--- src/hw/usb_otg_rst_irq_map.vh ---
// register map, field positions and counts of the reset and interrupt block
`ifndef USB_OTG_RST_IRQ_MAP_VH
`define USB_OTG_RST_IRQ_MAP_VH

`define OFF_CLK_CTRL 8'h00
`define OFF_RST_CTRL 8'h04
`define OFF_INT_STATUS 8'h08
`define OFF_INT_MASK 8'h0C
`define OFF_MODE 8'h10
`define OFF_HOST_CFG 8'h14

`define NUM_REGS 6
`define SEL_CLK 0
`define SEL_RST 1
`define SEL_STAT 2
`define SEL_MASK 3
`define SEL_MODE 4
`define SEL_HOST 5

`define BIT_CLK_EN 0
`define BIT_SOFT_RST 0
`define BIT_LINK_RST 1
`define BIT_BUS_RST 2
`define BIT_HOST_MODE 0
`define BIT_IRQ 1
`define BIT_PTX_HALF 0

`define NUM_EV 27
`define EV_PTX_EMPTY 3
`define EV_MODE_MISMATCH 18
`define HOST_ONLY 27'h040007F
`define DEV_ONLY 27'h401FF80

`define CLK_EN_RST 1'h1
`define PTX_HALF_RST 1'h0
`define MASK_RST 27'h0000000
`define STAT_RST 27'h0000000

`define CNT_W 4
`define LINK_MIN_EDGES 4'hC
`define BUS_MIN_RST 4'h2
`define LINK_CLK_MHZ 60
`define BUS_CLK_MIN_MHZ 60
`define BUS_CLK_MAX_MHZ 200

`define HSIZE_WORD 3'h2
`define HRESP_OKAY 1'h0

`endif

--- src/hw/usb_otg_reset_and_interrupts.v ---
// reset sequencing, link clock gating and interrupt merging of the otg core
//
// Behaviour
// - software bit gates the link reference clock
// - stop line held asserted during reset
// - hardware reset clears interfaces, registers, state
// - reset synchronised into bus and link domains
// - core soft reset bit resets from software
// - one interrupt output for all conditions
// - host wakeup, session, disconnect, channel, port events
// - periodic tx empty, optionally half empty
// - device resume, reset, suspend, frame, enumeration
// - device fetch suspended on full fifo
// - device endpoint pending at microframe end
// - device isochronous out packet dropped event
// - common id, nptx empty, rx, sof events
// - mode mismatch on wrong-mode register access
// - otg debounce, timeout, hnp, srp, session end
// - link clock 60 MHz, bus 60-200 MHz
//
// The AHB-Lite slave port and the register offsets were chosen for this implementation.
`default_nettype none
`include "usb_otg_rst_irq_map.vh"

module usb_otg_reset_and_interrupts #(
	// nominal link reference rate; the logic only counts its edges
	parameter integer LINK_MHZ = `LINK_CLK_MHZ
) (
	input wire mclk,
	input wire rst,
	input wire hsel,
	input wire [7:0] haddr,
	input wire [1:0] htrans,
	input wire hwrite,
	input wire [2:0] hsize,
	input wire [31:0] hwdata,
	input wire hready,
	output wire hreadyout,
	output wire hresp,
	output reg [31:0] hrdata,
	input wire link_clk,
	input wire host_mode,
	input wire [`NUM_EV-1:0] events,
	input wire ptx_half_empty,
	output reg link_clk_enable,
	output reg phy_stop,
	output reg bus_core_reset,
	output reg link_core_reset,
	output reg irq
);

	localparam [2:0] ST_IDLE = 3'b001;
	localparam [2:0] ST_HOLD = 3'b010;
	localparam [2:0] ST_DRAIN = 3'b100;

	// one-hot register select, shared by read and write decode
	function [`NUM_REGS-1:0] reg_sel;
		input [7:0] a;
		begin
			reg_sel = {`NUM_REGS{1'b0}};
			case (a)
				`OFF_CLK_CTRL: reg_sel[`SEL_CLK] = 1'b1;
				`OFF_RST_CTRL: reg_sel[`SEL_RST] = 1'b1;
				`OFF_INT_STATUS: reg_sel[`SEL_STAT] = 1'b1;
				`OFF_INT_MASK: reg_sel[`SEL_MASK] = 1'b1;
				`OFF_MODE: reg_sel[`SEL_MODE] = 1'b1;
				`OFF_HOST_CFG: reg_sel[`SEL_HOST] = 1'b1;
				default: reg_sel = {`NUM_REGS{1'b0}};
			endcase
		end
	endfunction

	// conditions allowed in the current operating mode
	function [`NUM_EV-1:0] mode_allowed;
		input host;
		begin
			if (host) begin
				mode_allowed = ~`DEV_ONLY;
			end else begin
				mode_allowed = ~`HOST_ONLY;
			end
		end
	endfunction

	// bus-side reset: the input is stretched through two stages
	// so that short reset pulses still reach every bus-side register
	reg [1:0] rst_pipe;
	wire hw_rst;
	assign hw_rst = rst | rst_pipe[1];

	always @(posedge mclk) begin
		if (rst) begin
			rst_pipe <= 2'b11;
		end else begin
			rst_pipe <= {rst_pipe[0], 1'b0};
		end
	end

	// link clock sampled on mclk; a level counts once stages 2 and 3 agree
	// each link level must last two mclk periods or its edge is lost
	reg lk_s1;
	reg lk_s2;
	reg lk_s3;
	reg lk_level;
	reg lk_level_q;
	wire lk_agree;
	wire link_edge;

	assign lk_agree = lk_s2 == lk_s3;
	// a gated clock simply never produces an edge here
	assign link_edge = lk_level & ~lk_level_q & link_clk_enable;

	always @(posedge mclk) begin
		if (rst) begin
			lk_s1 <= 1'b0;
			lk_s2 <= 1'b0;
			lk_s3 <= 1'b0;
			lk_level <= 1'b0;
			lk_level_q <= 1'b0;
		end else begin
			lk_s1 <= link_clk;
			lk_s2 <= lk_s1;
			lk_s3 <= lk_s2;
			if (lk_agree) begin
				lk_level <= lk_s3;
			end
			lk_level_q <= lk_level;
		end
	end

	// soft reset sequencer
	// with the link clock gated the sequence stalls in hold until software
	// enables the clock again or a hardware reset, so software enables it before starting
	reg [2:0] state;
	reg [2:0] next_state;
	reg [`CNT_W-1:0] bus_cnt;
	reg [`CNT_W-1:0] link_cnt;
	reg link_req_s1;
	reg link_rst;
	wire soft_hold;
	wire link_req;
	wire soft_start;
	wire bus_rst;

	assign soft_hold = state == ST_HOLD;
	assign link_req = hw_rst | soft_hold;
	assign bus_rst = hw_rst | soft_hold;

	// bus slave
	// write data follows its address by a cycle, so the address is kept
	reg wr_pend;
	reg [7:0] wr_addr;
	wire acc;
	wire [`NUM_REGS-1:0] a_sel;
	wire [`NUM_REGS-1:0] w_sel;
	wire wr_word;

	assign acc = hsel & htrans[1] & hready & (hsize == `HSIZE_WORD);
	assign a_sel = reg_sel(haddr);
	assign w_sel = wr_pend ? reg_sel(wr_addr) : {`NUM_REGS{1'b0}};
	assign wr_word = wr_pend;
	// zero wait states: every word answers in its data phase
	assign hreadyout = 1'b1;
	assign hresp = `HRESP_OKAY;
	assign soft_start = w_sel[`SEL_RST] & hwdata[`BIT_SOFT_RST];

	always @* begin
		next_state = state;
		case (state)
			ST_IDLE: begin
				if (soft_start) begin
					next_state = ST_HOLD;
				end
			end
			ST_HOLD: begin
				// hold long enough for both domains to see the reset
				if (bus_cnt >= `BUS_MIN_RST &&
				    link_cnt >= `LINK_MIN_EDGES) begin
					next_state = ST_DRAIN;
				end
			end
			ST_DRAIN: begin
				// busy stays set until the link side has left reset too
				if (!link_req_s1 && !link_rst) begin
					next_state = ST_IDLE;
				end
			end
			default: next_state = ST_IDLE;
		endcase
	end

	always @(posedge mclk) begin
		if (hw_rst) begin
			state <= ST_IDLE;
			bus_cnt <= {`CNT_W{1'b0}};
		end else begin
			state <= next_state;
			if (!soft_hold) begin
				bus_cnt <= {`CNT_W{1'b0}};
			end else if (bus_cnt != {`CNT_W{1'b1}}) begin
				bus_cnt <= bus_cnt + 1'b1;
			end
		end
	end

	// link-side reset, advanced only on link clock edges
	always @(posedge mclk) begin
		if (rst) begin
			link_req_s1 <= 1'b1;
			link_rst <= 1'b1;
			link_cnt <= {`CNT_W{1'b0}};
		end else if (link_edge) begin
			link_req_s1 <= link_req;
			link_rst <= link_req_s1;
			if (!link_req) begin
				link_cnt <= {`CNT_W{1'b0}};
			end else if (link_cnt != {`CNT_W{1'b1}}) begin
				link_cnt <= link_cnt + 1'b1;
			end
		end
	end

	// without the stop line the phy never starts its clock
	// registered so the pin never glitches while the two resets overlap
	always @(posedge mclk) begin
		if (rst) begin
			phy_stop <= 1'b1;
			bus_core_reset <= 1'b1;
			link_core_reset <= 1'b1;
		end else begin
			phy_stop <= bus_rst | link_rst;
			bus_core_reset <= bus_rst;
			link_core_reset <= link_rst;
		end
	end

	// control and status registers
	reg ptx_half;
	reg [`NUM_EV-1:0] int_mask;
	reg [`NUM_EV-1:0] int_status;
	reg mismatch;
	wire [`NUM_EV-1:0] raw_ev;
	wire [`NUM_EV-1:0] set_ev;
	wire [`NUM_EV-1:0] clr_ev;
	wire host_acc_wrong;

	// only the host config word belongs to one mode; none is device-only
	// host config accessed while running as device
	assign host_acc_wrong = acc & a_sel[`SEL_HOST] & ~host_mode;

	genvar gi;
	generate
		for (gi = 0; gi < `NUM_EV; gi = gi + 1) begin : g_raw
			if (gi == `EV_PTX_EMPTY) begin : g_ptx
				assign raw_ev[gi] = ptx_half ? ptx_half_empty :
				    events[gi];
			end else if (gi == `EV_MODE_MISMATCH) begin : g_mm
				assign raw_ev[gi] = events[gi] | mismatch;
			end else begin : g_plain
				assign raw_ev[gi] = events[gi];
			end
		end
	endgenerate

	assign set_ev = raw_ev & mode_allowed(host_mode);
	assign clr_ev = w_sel[`SEL_STAT] ? hwdata[`NUM_EV-1:0] :
	    {`NUM_EV{1'b0}};

	always @(posedge mclk) begin
		if (hw_rst) begin
			wr_pend <= 1'b0;
			wr_addr <= 8'h00;
			link_clk_enable <= `CLK_EN_RST;
			ptx_half <= `PTX_HALF_RST;
			int_mask <= `MASK_RST;
			mismatch <= 1'b0;
		end else begin
			wr_pend <= acc & hwrite;
			wr_addr <= haddr;
			mismatch <= host_acc_wrong;
			if (w_sel[`SEL_CLK]) begin
				link_clk_enable <= hwdata[`BIT_CLK_EN];
			end
			if (w_sel[`SEL_HOST] & host_mode) begin
				ptx_half <= hwdata[`BIT_PTX_HALF];
			end
			if (w_sel[`SEL_MASK]) begin
				int_mask <= hwdata[`NUM_EV-1:0];
			end
		end
	end

	// pending state is core state, so a soft reset clears it as well
	// events arriving during a soft reset are dropped, not queued
	always @(posedge mclk) begin
		if (bus_rst) begin
			int_status <= `STAT_RST;
			irq <= 1'b0;
		end else begin
			// a new event beats a clear landing in the same cycle
			int_status <= (int_status & ~clr_ev) | set_ev;
			irq <= |(int_status & int_mask);
		end
	end

	// read data registered in the address phase, valid in the data phase
	// unmapped words read as zero rather than leaving stale data on the bus
	always @(posedge mclk) begin
		if (hw_rst) begin
			hrdata <= 32'h00000000;
		end else if (acc & ~hwrite) begin
			hrdata <= 32'h00000000;
			if (a_sel[`SEL_CLK]) begin
				hrdata[`BIT_CLK_EN] <= link_clk_enable;
			end
			if (a_sel[`SEL_RST]) begin
				hrdata[`BIT_SOFT_RST] <= ~state[0];
				hrdata[`BIT_LINK_RST] <= link_rst;
				hrdata[`BIT_BUS_RST] <= bus_rst;
			end
			if (a_sel[`SEL_STAT]) begin
				hrdata[`NUM_EV-1:0] <= int_status;
			end
			if (a_sel[`SEL_MASK]) begin
				hrdata[`NUM_EV-1:0] <= int_mask;
			end
			if (a_sel[`SEL_MODE]) begin
				hrdata[`BIT_HOST_MODE] <= host_mode;
				hrdata[`BIT_IRQ] <= irq;
			end
			if (a_sel[`SEL_HOST]) begin
				hrdata[`BIT_PTX_HALF] <= ptx_half;
			end
		end
	end

endmodule // usb_otg_reset_and_interrupts
`default_nettype wire

--- config.mk ---
export PLATFORM = sky130hd
export DESIGN_NAME = usb_otg_reset_and_interrupts
export DESIGN_NICKNAME = d
export VERILOG_FILES = /design/src/hw/usb_otg_reset_and_interrupts.v
export VERILOG_INCLUDE_DIRS = /design/src /design/src/hw
export SDC_FILE = /design/constraint.sdc
export NUM_CORES = 1
export LEC_CHECK = 0
export BUFFER_PORTS_ARGS = -buffer_cell sky130_fd_sc_hd__buf_2
export CORE_MARGIN = 5
export CORE_UTILIZATION = 55
export CTS_BUF_LIST = sky130_fd_sc_hd__clkbuf_4 sky130_fd_sc_hd__clkbuf_8
export CTS_CLUSTER_SIZE = 25
export DETAILED_ROUTE_END_ITERATION = 10
export GPL_TIMING_DRIVEN = 0
export PLACE_DENSITY = 0.85
export SYNTH_ARGS = -nofsm -noshare
export SYNTH_HDL_FRONTEND = slang
export SYNTH_SLANG_ARGS = --single-unit
--- constraint.sdc ---
create_clock -name mclk -period 3.1 [get_ports mclk]
set_input_delay 0.465 -clock mclk [delete_from_list [all_inputs] [get_ports mclk]]
set_output_delay 0.465 -clock mclk [all_outputs]
set_load 0.02 [all_outputs]
# Word level (Yosys, flattened, before mapping)
# Cells that the tools add are included.
[classes]
reduce_logical = 10
n_addsub = 2
eq_ne = 21
muxes = 29
bitwise_logic = 25
n_lt_le_gt_ge = 2
[ops]
columns = ["operator", "n"]
rows = [
  ["$mux W27", 4],
  ["$and A27 B27 Y27", 3],
  ["$eq A8 B4 Y1 const B", 4],
  ["$eq A8 B5 Y1 const B", 4],
  ["$not A27 Y27", 1],
  ["$or A27 B27 Y27", 1],
  ["$reduce_or A27 Y1", 1],
  ["$eq A8 B3 Y1 const B", 2],
  ["$logic_not A8 Y1", 2],
  ["$mux W1", 16],
  ["$mux W3", 4],
  ["$and A1 B1 Y1", 11],
  ["$pmux W3 S3", 1],
  ["$add A4 B1 Y4 const B", 2],
  ["$mux W4", 2],
  ["$ne A4 B4 Y1 const B", 2],
  ["$eq A3 B2 Y1 const B", 2],
  ["$mux W6", 1],
  ["$not A1 Y1", 5],
  ["$ge A4 B2 Y1 const B", 1],
  ["$ge A4 B4 Y1 const B", 1],
  ["$ne A2 B1 Y1 const B", 2],
  ["$ne A2 B2 Y1 const B", 2],
  ["$or A1 B1 Y1", 4],
  ["other kinds (9)", 11],
]
[word_totals]
in_bits = 80
elab_cells = 113
out_inout_bits = 39
ff_bits = 117

# Longest topological paths before layout
# Gate-level depths: netlist of run 1.
[depth]
depth_word = 8
mapped_depth = 7
mapped_depth_nobuf = 6

# Worst setup path after synthesis of run 1
# OpenSTA, ideal clock, no wires.
[synth_timing]
path_kind = "input -> register"
startpoint = "input port haddr[7]"
endpoint = "register hrdata[10]"
path_stages = 5
required_ps = 3032
arrival_ps = 1652
slack_ps = 1380
path_buffers = 1
setup_time_ps = 68
cell_sequence = "or4_4 -> nor3_4 -> nand4_4 -> buf_6 -> o2bb2ai_2"
[synth_via]
elab_chain_len = 4
elab_cells_between_ends = 6
classes_between = "eq/ne (2); mux (4)"
[synth_rtl]
columns = ["item", "line_no", "rtl"]
rows = [
  ["start: declaration", "usb_otg_reset_and_interrupts.v:32", "input wire [7:0] haddr,"],
  ["$eq A8 B4 Y1", "usb_otg_reset_and_interrupts.v:61", "case (a)"],
  ["$mux W1", "usb_otg_reset_and_interrupts.v:61", ""],
  ["$mux W27", "usb_otg_reset_and_interrupts.v:321", "if (a_sel[`SEL_STAT]) begin"],
  ["$mux W27 (*)", "usb_otg_reset_and_interrupts.v:324", "if (a_sel[`SEL_MASK]) begin"],
  ["end signal: indexed assignment", "usb_otg_reset_and_interrupts.v:322", "hrdata[`NUM_EV-1:0] <= int_status;"],
  ["end signal: indexed assignment", "usb_otg_reset_and_interrupts.v:325", "hrdata[`NUM_EV-1:0] <= int_mask;"],
  ["end signal: indexed assignment", "usb_otg_reset_and_interrupts.v:328", "hrdata[`BIT_HOST_MODE] <= host_mode;"],
  ["end: declaration", "usb_otg_reset_and_interrupts.v:40", "output reg [31:0] hrdata,"],
]
# Mark *: on every way between the ends. The rest lies on a longest branch, timed or not.
# A chain may end at the register's enable or synchronous reset.

# Final worst setup path of run 1
[layout_timing]
startpoint = "register wr_addr[4]"
endpoint = "register int_mask[16]"
[layout_via]
elab_chain_len = 3
[layout_rtl]
columns = ["item", "line_no", "rtl"]
rows = [
  ["start: declaration", "usb_otg_reset_and_interrupts.v:152", "reg [7:0] wr_addr;"],
  ["start signal: assignment", "usb_otg_reset_and_interrupts.v:279", "wr_addr <= haddr;"],
  ["$eq A8 B4 Y1", "usb_otg_reset_and_interrupts.v:61", ""],
  ["$mux W1", "usb_otg_reset_and_interrupts.v:61", ""],
  ["$mux W6", "usb_otg_reset_and_interrupts.v:160", "assign w_sel = wr_pend ? reg_sel(wr_addr) : {`NUM_REGS{1'b0}};"],
  ["end signal: assignment", "usb_otg_reset_and_interrupts.v:275", "int_mask <= `MASK_RST;"],
  ["end signal: assignment", "usb_otg_reset_and_interrupts.v:288", "int_mask <= hwdata[`NUM_EV-1:0];"],
  ["end: declaration", "usb_otg_reset_and_interrupts.v:239", "reg [`NUM_EV-1:0] int_mask;"],
]
# No other way between the ends.

==> results.yml, run 1 <==
outcome:
  run_status: "finished, final reports clean"
setup_path:
  cp-start-kind: "register"
  timing.critical_path.required_ns: 3.40
  critical_path.endpoint_type: "register"
  critical_path_arrival_ns: 2.33
  path_max_fanout: 10
  timing_worst_setup_path_type: "reg -> reg"
synthesis:
  primary_flip_flop_cell_chosen_by_synthesis_mapping: "dfxtp_1"
  synthAdderAreaFrac: 0.00755
  synth_top_family_by_area: "compound AO/OA/AOI/OAI gates"
  ys_async_sr_fraction: 0
  synth_mux_area_frac: 0.0566
  syn-mean-instance-area_um2: 9.72
  synthCells: 512
  mappedNetlistArea_um2: 4970
  yosysSeqAreaShare: 0.471
  synth_warnings: 0
  synthXorXnorAreaFrac: 0.00352
  compound_gate_portion_of_the_synthesized_area: 0.205
  ys_types: 65
  synthSimpleGateAreaFrac: 0.201
  synth-seq-cells: 117
  synth_edf_count: 0
sta:
  setup-tns-final_ns: 0
  timing.final.crit_period_ns: 2.03
  tightest_slew_ns: 0.711
  timing_hold_violations_final: 0
  layout_worst_path_cycle_share: 0.656
  slew_headroom: 0.524
  finalMaxSlewViolations: 0
  fmax_mhz: 492
  final_worst_clock_skew_ns: 0.0121
  setup_repair_after_global_routing_missed_its_margin: "no"
  report.final.setup_viol: 0
layout:
  register_area_um2: 2340
  n_fill_cell: 653
  area_added_between_synthesis_and_finish_pct: 21.8
  layout-drive-gt1-share: 0.300
  nets: 723
  final_core_util: 0.692
  antenna_cells: 0
  multiInputGateArea_um2: 2390
grt:
  grt_start_max_net_pins: 17
  grt_first_pass_wirelength_um: 23000
  antenna_found_initial: 1
  grt_pass1_vias: 4581
  grt_overflow_total: 0
  groute.usage.overall: 0.259
clock_network:
  resized_cells_post_cts: 0
  numClockSinks: 117
  post_cts_repair_setup_buffers: 0
  cts-buffers-inserted: 17
  clock_insertion_delay_at_the_later_pin_of_the_skew_report_ns: 0.44
  cts_tree: "yes"
  clk_root_buffer_cell: "clkbuf_8"
  h-tree-depth: 4
  cts.reportedPaths.clkPinSlew_ns: 0.07
  cts.path.max_buffers: 2
  holdBufCountCts: 0
die:
  die-height_um: 105
  placement_row_count: 34
  chipWidth_um: 105
  core_area_um2: 8760
  io-pin-count: 119
  initial_core_util: 0.568
  fp.dieArea_um2: 11000
detailed_routing:
  wl_per_cell_um: 19.1
  wl_um: 14500
  drt_pre_antenna_iters: 6
  drcViolationCount: 0
  detail_route.iter0.violations: 360
  via_count: 4607
  vias_per_cell: 6.05
  route.antenna.remaining_nets: 0
placement:
  hpwl_um: 10200
  gpl.final_weighted_congestion: 0.916
  port-buffer-count: 104
power:
  power.leakage_nw: 2.46
  powerDensity_nw_per_um2: 524
  worst_ir_drop_vdd_uv: 246
hold_path:
  timing.hold.worst.class: "in -> reg"
job:
  max-cap-violations: 0
[cell usage after synthesis (8+ instances only)]
| master | instances | area, um2 |
|---|---|---|
| dfxtp_1 | 117 | 2340 |
| nor2_1 | 13 | 48.8 |
| buf_2 | 10 | 50.1 |
| and3_1 | 8 | 50.1 |
| a31oi_1 | 10 | 62.6 |
| inv_1 | 10 | 37.5 |
| buf_4 | 12 | 90.1 |
| and2_1 | 8 | 50.1 |
| nor3b_1 | 13 | 97.6 |
| o21ai_0 | 9 | 45.0 |
| nand2_1 | 84 | 315 |
| a21oi_1 | 35 | 175 |
| mux2i_1 | 27 | 270 |
| o2bb2ai_2 | 20 | 300 |
| clkbuf_1 | 11 | 41.3 |
| a22oi_1 | 12 | 90.1 |
| a31o_1 | 16 | 140 |
[worst paths after layout]
kind | from | slack [ns] | endpoint | cells after the start
max | wr_addr[4] | 1.07 | int_mask[16] | 5
min | hwdata[21] | 0.22 | int_status[21] | 2
max reg2reg | wr_addr[4] | 1.07 | int_mask[16] | 5
min reg2reg | rst_pipe[0] | 0.42 | rst_pipe[1] | 1
[logic make-up after synthesis]
kind of cell | after synthesis
multiplexers | 28
adder cells (fa/ha/maj) | 3
flip-flops | 117
AND/OR/NAND/NOR | 184
other | 2
AO/OA/AOI/OAI | 128
buffers and inverters | 48
XOR/XNOR | 2
[placed cells by master, fill, tap and decap left out, types with 4 or more instances in the layout]
cell type and instances:
o2bb2ai_1 4, and2_1 8, dfxtp_1 117, a31o_1 16, nor3_1 5, inv_1 10
o2bb2ai_2 20, nor2b_1 5, clkbuf_1 11, nor3b_1 13, conb_1 7, o21ai_0 9
nand4_1 5, a22oi_1 12, clkbuf_8 18, mux2i_1 27, nand3_1 7, nand2b_1 6
nand2_1 84, buf_4 12, and3_1 8, a31oi_1 10, nor2_1 13, a21oi_1 35
buf_2 114, clkinv_2 5
[report_power, final]
group	leakage (nW)	internal, W	switching (W)
registers	0.946	0.00152	0.0000108
logic	1.31	0.0000777	0.000103
clock network	0.209	0.000821	0.000646
total	2.46	0.00242	0.000760
[stage by stage]
step	hold slack [ns]	cells	total power [W]	cell area, um2	worst slack (ns)
finish	0.217	761	0.00318	6060	1.07
global route	0.213	761	0.00325	6060	0.923
CTS	0.209	761	0.00316	6060	1.11
detailed placement	0.410	729	0.00174	5650	0.930
global placement	0.393	729	0.00173	5650	1.02
floorplan	0.389	517	0.00165	4990	1.38
[state kept, by name, indices dropped and copies added (netlist names), 2 cells and up]
signal	flops
int_status	27
rst_pipe	2
state	3
int_mask	27
wr_addr	8
bus_cnt	4
link_cnt	4
hrdata	27
[final cells by class]
type,count,area share
flip-flops and latches,117,0.386
multi-input cells,352,0.394
clock buffers,19,0.0421
plain buffers,37,0.0370
well taps,108,0.0223
clock inverters,13,0.0258
inverters,11,0.00681
repair buffers,104,0.0859
[worst max-delay path, cell delays in order, from the launching register on]
cell      delay [ns]
dfxtp_1         0.31
nor3_1          0.40
nand4b_1        0.54
clkbuf_1        0.40
nand2_1         0.16
a21oi_1         0.07
[metal layers]
metal	up-vias	track usage	part of all wire
met4	2	0.0995	0.028
met1	2162	0.327	0.40
met5	-	0	0.00089
met3	45	0.0764	0.11
li1	2097	-	-
met2	301	0.417	0.46
Power figures use the tool's default switching activity.
==> run 2, diff against run 1 <==
--- a/config.mk
+++ b/config.mk
@@ -6,6 +6,7 @@
 export SDC_FILE = /design/constraint.sdc
 export NUM_CORES = 1
 export LEC_CHECK = 0
+export ABC_AREA = 1
 export BUFFER_PORTS_ARGS = -buffer_cell sky130_fd_sc_hd__buf_2
 export CORE_MARGIN = 5
 export CORE_UTILIZATION = 55
@@ -13,7 +14,7 @@
 export CTS_CLUSTER_SIZE = 25
 export DETAILED_ROUTE_END_ITERATION = 10
 export GPL_TIMING_DRIVEN = 0
-export PLACE_DENSITY = 0.85
+export PLACE_DENSITY = 0.84
 export SYNTH_ARGS = -nofsm -noshare
 export SYNTH_HDL_FRONTEND = slang
 export SYNTH_SLANG_ARGS = --single-unit
==> constraint.sdc (replaced) <==
create_clock -name mclk -period 2 [get_ports mclk]
set_input_delay 0.3 -clock mclk [delete_from_list [all_inputs] [get_ports mclk]]
set_output_delay 0.3 -clock mclk [all_outputs]
set_load 0.02 [all_outputs]
==> run 2 against run 1 <==
- flip-flop and latch count stayed put
- critical path type is now in -> reg
- register-to-register slack worse by 0.86 ns
- global-route usage is 0.36 points higher
- via count is 12% higher
- final area is 4.1% higher
- clock skew is 0.0031 ns higher
- synthesized area is 3.4% higher
- critical endpoint is now bus_cnt[1]
==> results.yml, run 2 <==
detailed_routing:
  dr_wl_met3_um: 1150
  topRoutingLayerUsed: "met4"
  route.antenna.remaining_nets: 0
  vias_per_cell: 5.45
  wl_um: 14800
  detail_route.iter0.violations: 403
  dr_wl_met2_um: 7440
  wl_per_cell_um: 15.7
  drt_pre_antenna_iters: 5
  met1_length_um: 5750
  drcViolationCount: 0
  via_count: 5148
synthesis:
  synth_top_cells_by_area: "dfxtp_1 (46%), nand2_1 (8.7%), inv_1 (8.6%)"
  synth_edf_count: 0
  synthAdderAreaFrac: 0.00730
  primary_flip_flop_cell_chosen_by_synthesis_mapping: "dfxtp_1"
  synthSimpleGateAreaFrac: 0.218
  synth.most_common_cell: "nand2_1"
  ys_async_sr_fraction: 0
  synth.cells.most_frequent: "nand2_1 (119), inv_1 (118), dfxtp_1 (117)"
  compound_gate_portion_of_the_synthesized_area: 0.181
  synthXorXnorAreaFrac: 0.00340
  synth.largest_area_cell: "dfxtp_1"
  yosysSeqAreaShare: 0.455
  syn-mean-instance-area_um2: 7.43
  synth_top_family_by_area: "simple AND/OR/NAND/NOR gates"
  mappedNetlistArea_um2: 5140
  ys_types: 34
  synthCells: 692
  synth-seq-cells: 117
  synthDominantCellAreaShare: 0.455
  synth_mux_area_frac: 0
  synth_warnings: 0
placement:
  dpl-instance-area_um2: 5830
  hpwl_um: 10800
  gpl.final_weighted_congestion: 0.997
  port-buffer-count: 105
setup_path:
  regToRegSetupSlack_ns: 0.21
  timing.critical_path.required_ns: 2.32
  critPathLaunch: "rst"
  max_stage_delay_ns: 0.53
  path_cells: "dlygate4sd3_1 > buf_2 > buf_4 > nor2_8 > clkbuf_1 > nand2_1 > a211oi_1"
  ff_to_ff_start: "wr_addr[1]"
  r2r_cells: 6
  path_max_fanout: 10
  critical_path.endpoint_type: "register"
  cp-start-kind: "input pin"
  timing.rr.end: "int_status[6]"
  crit_slowest_cell: "dlygate4sd3_1"
  critical_path_arrival_ns: 2.20
  timing_worst_setup_path_type: "in -> reg"
grt:
  antenna_found_initial: 0
  groute.usage.overall: 0.263
  grt_start_max_net_pins: 17
  grt_pass1_vias: 5054
  grt_overflow_total: 0
  grt_first_pass_wirelength_um: 23700
layout:
  layout.cells.most_common: "nand2_1"
  layout-drive-gt1-share: 0.224
  area_added_between_synthesis_and_finish_pct: 22.7
  mostFrequentLayoutCells: "nand2_1 (119), inv_1 (118), dfxtp_1 (117)"
  register_area_um2: 2340
  final_area_um2: 6310
  nets: 905
  n_fill_cell: 748
  multiInputGateArea_um2: 2140
  largestRegisters: "hrdata: 27 flops, int_mask: 27 flops, int_status: 27 flops"
  antenna_cells: 0
sta:
  tightest_slew_ns: 0.568
  layout_worst_path_cycle_share: 0.939
  fmax_mhz: 532
  final_worst_clock_skew_ns: 0.0152
  slew_headroom: 0.622
  finalMaxSlewViolations: 0
  report.final.setup_viol: 0
  setup_repair_after_global_routing_missed_its_margin: "no"
  timing.final.crit_period_ns: 1.88
  timing_hold_violations_final: 0
  setup-tns-final_ns: 0
clock_network:
  clk_root_buffer_cell: "clkbuf_8"
  cts_tree: "yes"
  numClockSinks: 117
  cts.path.max_buffers: 2
  post_cts_repair_setup_buffers: 0
  cts.reportedPaths.clkPinSlew_ns: 0.07
  h-tree-depth: 4
  cts-buffers-inserted: 17
  clock_insertion_delay_at_the_later_pin_of_the_skew_report_ns: 0.43
job:
  max-cap-violations: 0
hold_path:
  hold_path_depth: 3
  holdCritStartpoint: "link_clk"
  timing.hold.worst.class: "in -> reg"
  hold-path-endpoint: "lk_s1"
die:
  chipWidth_um: 107
  io-pin-count: 119
  die-height_um: 107
  fp.dieArea_um2: 11400
  core_area_um2: 9200
  placement_row_count: 35
  initial_core_util: 0.559
outcome:
  run_status: "finished, final reports clean"
power:
  powerDensity_nw_per_um2: 823
  power.leakage_nw: 2.82
  worst_ir_drop_vdd_uv: 653
## run 2: kinds of logic after synthesis
family | after synthesis
AO/OA/AOI/OAI | 163
AND/OR/NAND/NOR | 244
buffers and inverters | 161
adder cells (fa/ha/maj) | 3
other | 2
flip-flops | 117
XOR/XNOR | 2
## run 2: worst max path at each step
stage	end	slack, ns	cells after the start
after floorplan	int_status[10]	0.68	6
after global placement	hrdata[26]	0.29	9
final	bus_cnt[1]	0.12	7
after global routing	int_status[6]	0.04	6
after detailed placement	int_status[24]	0.22	6
after CTS	int_status[6]	0.18	6
## run 2: critical path, delay by kind of cell
family / cells / cell delay [ns]
AND/OR/NAND/NOR: 2 / 0.39
buffers and inverters: 4 / 1.24
AO/OA/AOI/OAI: 1 / 0.26
## run 2: layout make-up
| class | instances | area share |
|---|---|---|
| plain buffers | 36 | 0.0345 |
| clock buffers | 22 | 0.0470 |
| clock inverters | 8 | 0.0272 |
| inverters | 125 | 0.0743 |
| multi-input cells | 419 | 0.339 |
| flip-flops and latches | 117 | 0.371 |
| well taps | 111 | 0.0220 |
| repair buffers | 106 | 0.0849 |
## run 2: metrics by stage
step           cells   util  hold slack, ns  power [W]  setup WS [ns]
2_1_floorplan    697      -           0.328    0.00255          0.676
3_3_place_gp     913  0.634           0.391    0.00267          0.289
3_5_place_dp     913  0.634           0.400    0.00268          0.219
4_1_cts          944  0.686          0.0875    0.00519          0.177
5_1_grt          944  0.686          0.0943    0.00534         0.0395
6_report         944  0.686          0.0956    0.00519          0.121
## run 2: routing by layer
| metal | global-route usage | vias to the layer above |
|---|---|---|
| met3 | 0.0638 | 56 |
| li1 | - | 2469 |
| met2 | 0.452 | 267 |
| met5 | 0 | - |
| met1 | 0.309 | 2356 |
| met4 | 0.120 | 0 |
## run 2: timing repair
item / in CTS / in global routing
gates resized for setup: 0 / 1
hold buffers: 1 / 0
endpoints found under the setup margin: 0 / 6
hold endpoints to repair: 1 / 0
## run 2: power breakdown
part / internal, W / leakage, nW / switching [W]
Combinational: 0.000104 / 1.64 / 0.000164
Clock: 0.00162 / 0.234 / 0.000938
Sequential: 0.00235 / 0.946 / 0.0000158
==> run 3, diff against run 2 <==
--- a/config.mk
+++ b/config.mk
@@ -8,13 +8,14 @@
 export LEC_CHECK = 0
 export ABC_AREA = 1
 export BUFFER_PORTS_ARGS = -buffer_cell sky130_fd_sc_hd__buf_2
+export CORE_ASPECT_RATIO = 1.4
 export CORE_MARGIN = 5
-export CORE_UTILIZATION = 55
+export CORE_UTILIZATION = 56
 export CTS_BUF_LIST = sky130_fd_sc_hd__clkbuf_4 sky130_fd_sc_hd__clkbuf_8
 export CTS_CLUSTER_SIZE = 25
 export DETAILED_ROUTE_END_ITERATION = 10
 export GPL_TIMING_DRIVEN = 0
-export PLACE_DENSITY = 0.84
+export PLACE_DENSITY = 0.86
 export SYNTH_ARGS = -nofsm -noshare
 export SYNTH_HDL_FRONTEND = slang
 export SYNTH_SLANG_ARGS = --single-unit
==> run 3 against run 2 <==
- die area shrank 1.4%
- highest routed layer unchanged
- non-clock buffer count is the same
- flip-flop and latch count is the same
- critical endpoint is now int_status[14]
- via count shrank 0.12%
- clock power shrank 27%
- worst setup slack gained 0.040 ns
- total power shrank 14%
- largest cell class unchanged
==> results.yml, run 3 (same netlist as run 2, synthesis figures left out) <==
layout:
  largestRegisters: "hrdata: 27 flops, int_mask: 27 flops, int_status: 27 flops"
  layout.cells.most_common: "nand2_1"
  nets: 905
  layout-drive-gt1-share: 0.224
  area_added_between_synthesis_and_finish_pct: 19.8
  n_fill_cell: 747
  mostFrequentLayoutCells: "nand2_1 (119), inv_1 (118), dfxtp_1 (117)"
  final_area_um2: 6170
  antenna_cells: 0
clock_network:
  clock_insertion_delay_at_the_later_pin_of_the_skew_report_ns: 0.45
  cts_tree: "yes"
  cts-buffers-inserted: 17
  h-tree-depth: 4
  clk_root_buffer_cell: "clkbuf_8"
  cts.reportedPaths.clkPinSlew_ns: 0.07
  numClockSinks: 117
  cts.path.max_buffers: 2
sta:
  setup-tns-final_ns: 0
  finalMaxSlewViolations: 0
  fmax_mhz: 544
  timing.final.crit_period_ns: 1.84
  layout_worst_path_cycle_share: 0.919
  tightest_slew_ns: 0.579
  setup_repair_after_global_routing_missed_its_margin: "no"
  report.final.setup_viol: 0
  slew_headroom: 0.614
  timing_hold_violations_final: 0
  final_worst_clock_skew_ns: 0.0102
  holdWs_ns: 0.0601
grt:
  grt_first_pass_wirelength_um: 23000
  grt_start_max_net_pins: 17
  grt_overflow_total: 0
  antenna_found_initial: 0
  grt_pass1_vias: 5066
  groute.usage.overall: 0.259
placement:
  dpl-instance-area_um2: 5820
  gpl.final_weighted_congestion: 0.888
  port-buffer-count: 105
  hpwl_um: 10500
setup_path:
  timing.rr.end: "int_status[14]"
  critical_path.endpoint_type: "register"
  regToRegSetupSlack_ns: 0.16
  timing_worst_setup_path_type: "reg -> reg"
  critical_path_arrival_ns: 2.15
  ff_to_ff_start: "wr_addr[1]"
  r2r_cells: 6
  path_max_fanout: 10
  critPathLaunch: "wr_addr[1]"
  cp-start-kind: "register"
  timing.critical_path.required_ns: 2.31
power:
  worst_ir_drop_vdd_uv: 553
  report.power.total_w: 0.00449
  power.leakage_nw: 2.77
  powerDensity_nw_per_um2: 729
detailed_routing:
  wl_per_cell_um: 15.1
  dr_wl_met2_um: 7180
  vias_per_cell: 5.48
  met1_length_um: 5250
  drcViolationCount: 0
  route.antenna.remaining_nets: 0
  topRoutingLayerUsed: "met4"
  drt_pre_antenna_iters: 5
  dr_wl_met3_um: 1080
  detail_route.iter0.violations: 420
  via_count: 5142
  wl_um: 14200
die:
  fp.dieArea_um2: 11200
  die-height_um: 123
  core_area_um2: 8980
  io-pin-count: 119
  initial_core_util: 0.573
  chipWidth_um: 91.0
  placement_row_count: 41
job:
  max-cap-violations: 0
outcome:
  run_status: "finished, final reports clean"
hold_path:
  hold_path_depth: 3
  hold-path-endpoint: "lk_s1"
  timing.hold.worst.class: "in -> reg"
  holdCritStartpoint: "link_clk"
-- run 3: worst max-delay path by stage --
| stage | endpoint | slack [ns] |
|---|---|---|
| detailed placement | int_status[16] | 0.11 |
| global placement | int_status[16] | 0.21 |
| floorplan | int_status[10] | 0.68 |
| global route | int_status[14] | 0.04 |
| finish | int_status[14] | 0.16 |
| CTS | int_status[14] | 0.08 |
-- run 3: final cells by class --
type | instances | area [um2] | area share
Buffer | 36 | 218 | 0.0353
Tap cell | 107 | 134 | 0.0217
Sequential cell | 117 | 2340 | 0.380
Timing Repair Buffer | 106 | 536 | 0.0869
Clock buffer | 23 | 298 | 0.0483
Inverter | 125 | 469 | 0.0761
Clock inverter | 6 | 30.0 | 0.00487
Multi-Input combinational cell | 419 | 2140 | 0.347
-- run 3: per-stage QoR --
stage | setup slack, ns | util | cells
2_1_floorplan | 0.676 | - | 697
3_3_place_gp | 0.210 | 0.649 | 909
5_1_grt | 0.0355 | 0.687 | 939
4_1_cts | 0.0787 | 0.686 | 939
6_report | 0.162 | 0.687 | 939
3_5_place_dp | 0.114 | 0.649 | 909
-- run 3: what timing repair did --
item | CTS | global route
hold endpoints to repair | 1 | 0
resized for setup | 0 | 1
setup buffers | 0 | 0
hold buffers | 1 | 0
setup endpoints to repair | 0 | 15
-- run 3: critical path, cell delays in order (launching register included) --
cell	delay [ns]
dfxtp_1	0.30
nor2_1	0.19
nor3b_2	0.25
nand3_2	0.27
clkbuf_1	0.31
o21ai_0	0.28
a21oi_1	0.10
-- run 3: per-layer routing --
metal / global-route usage / vias up
met5: 0 / -
met4: 0.144 / 0
met3: 0.0870 / 57
met2: 0.441 / 234
met1: 0.282 / 2374
li1: - / 2477
-- run 3: where the power goes --
group / switching (W) / leakage, nW / internal [W]
combinational: 0.000159 / 1.64 / 0.000104
sequential: 0.0000154 / 0.946 / 0.00235
clock: 0.000901 / 0.181 / 0.000960
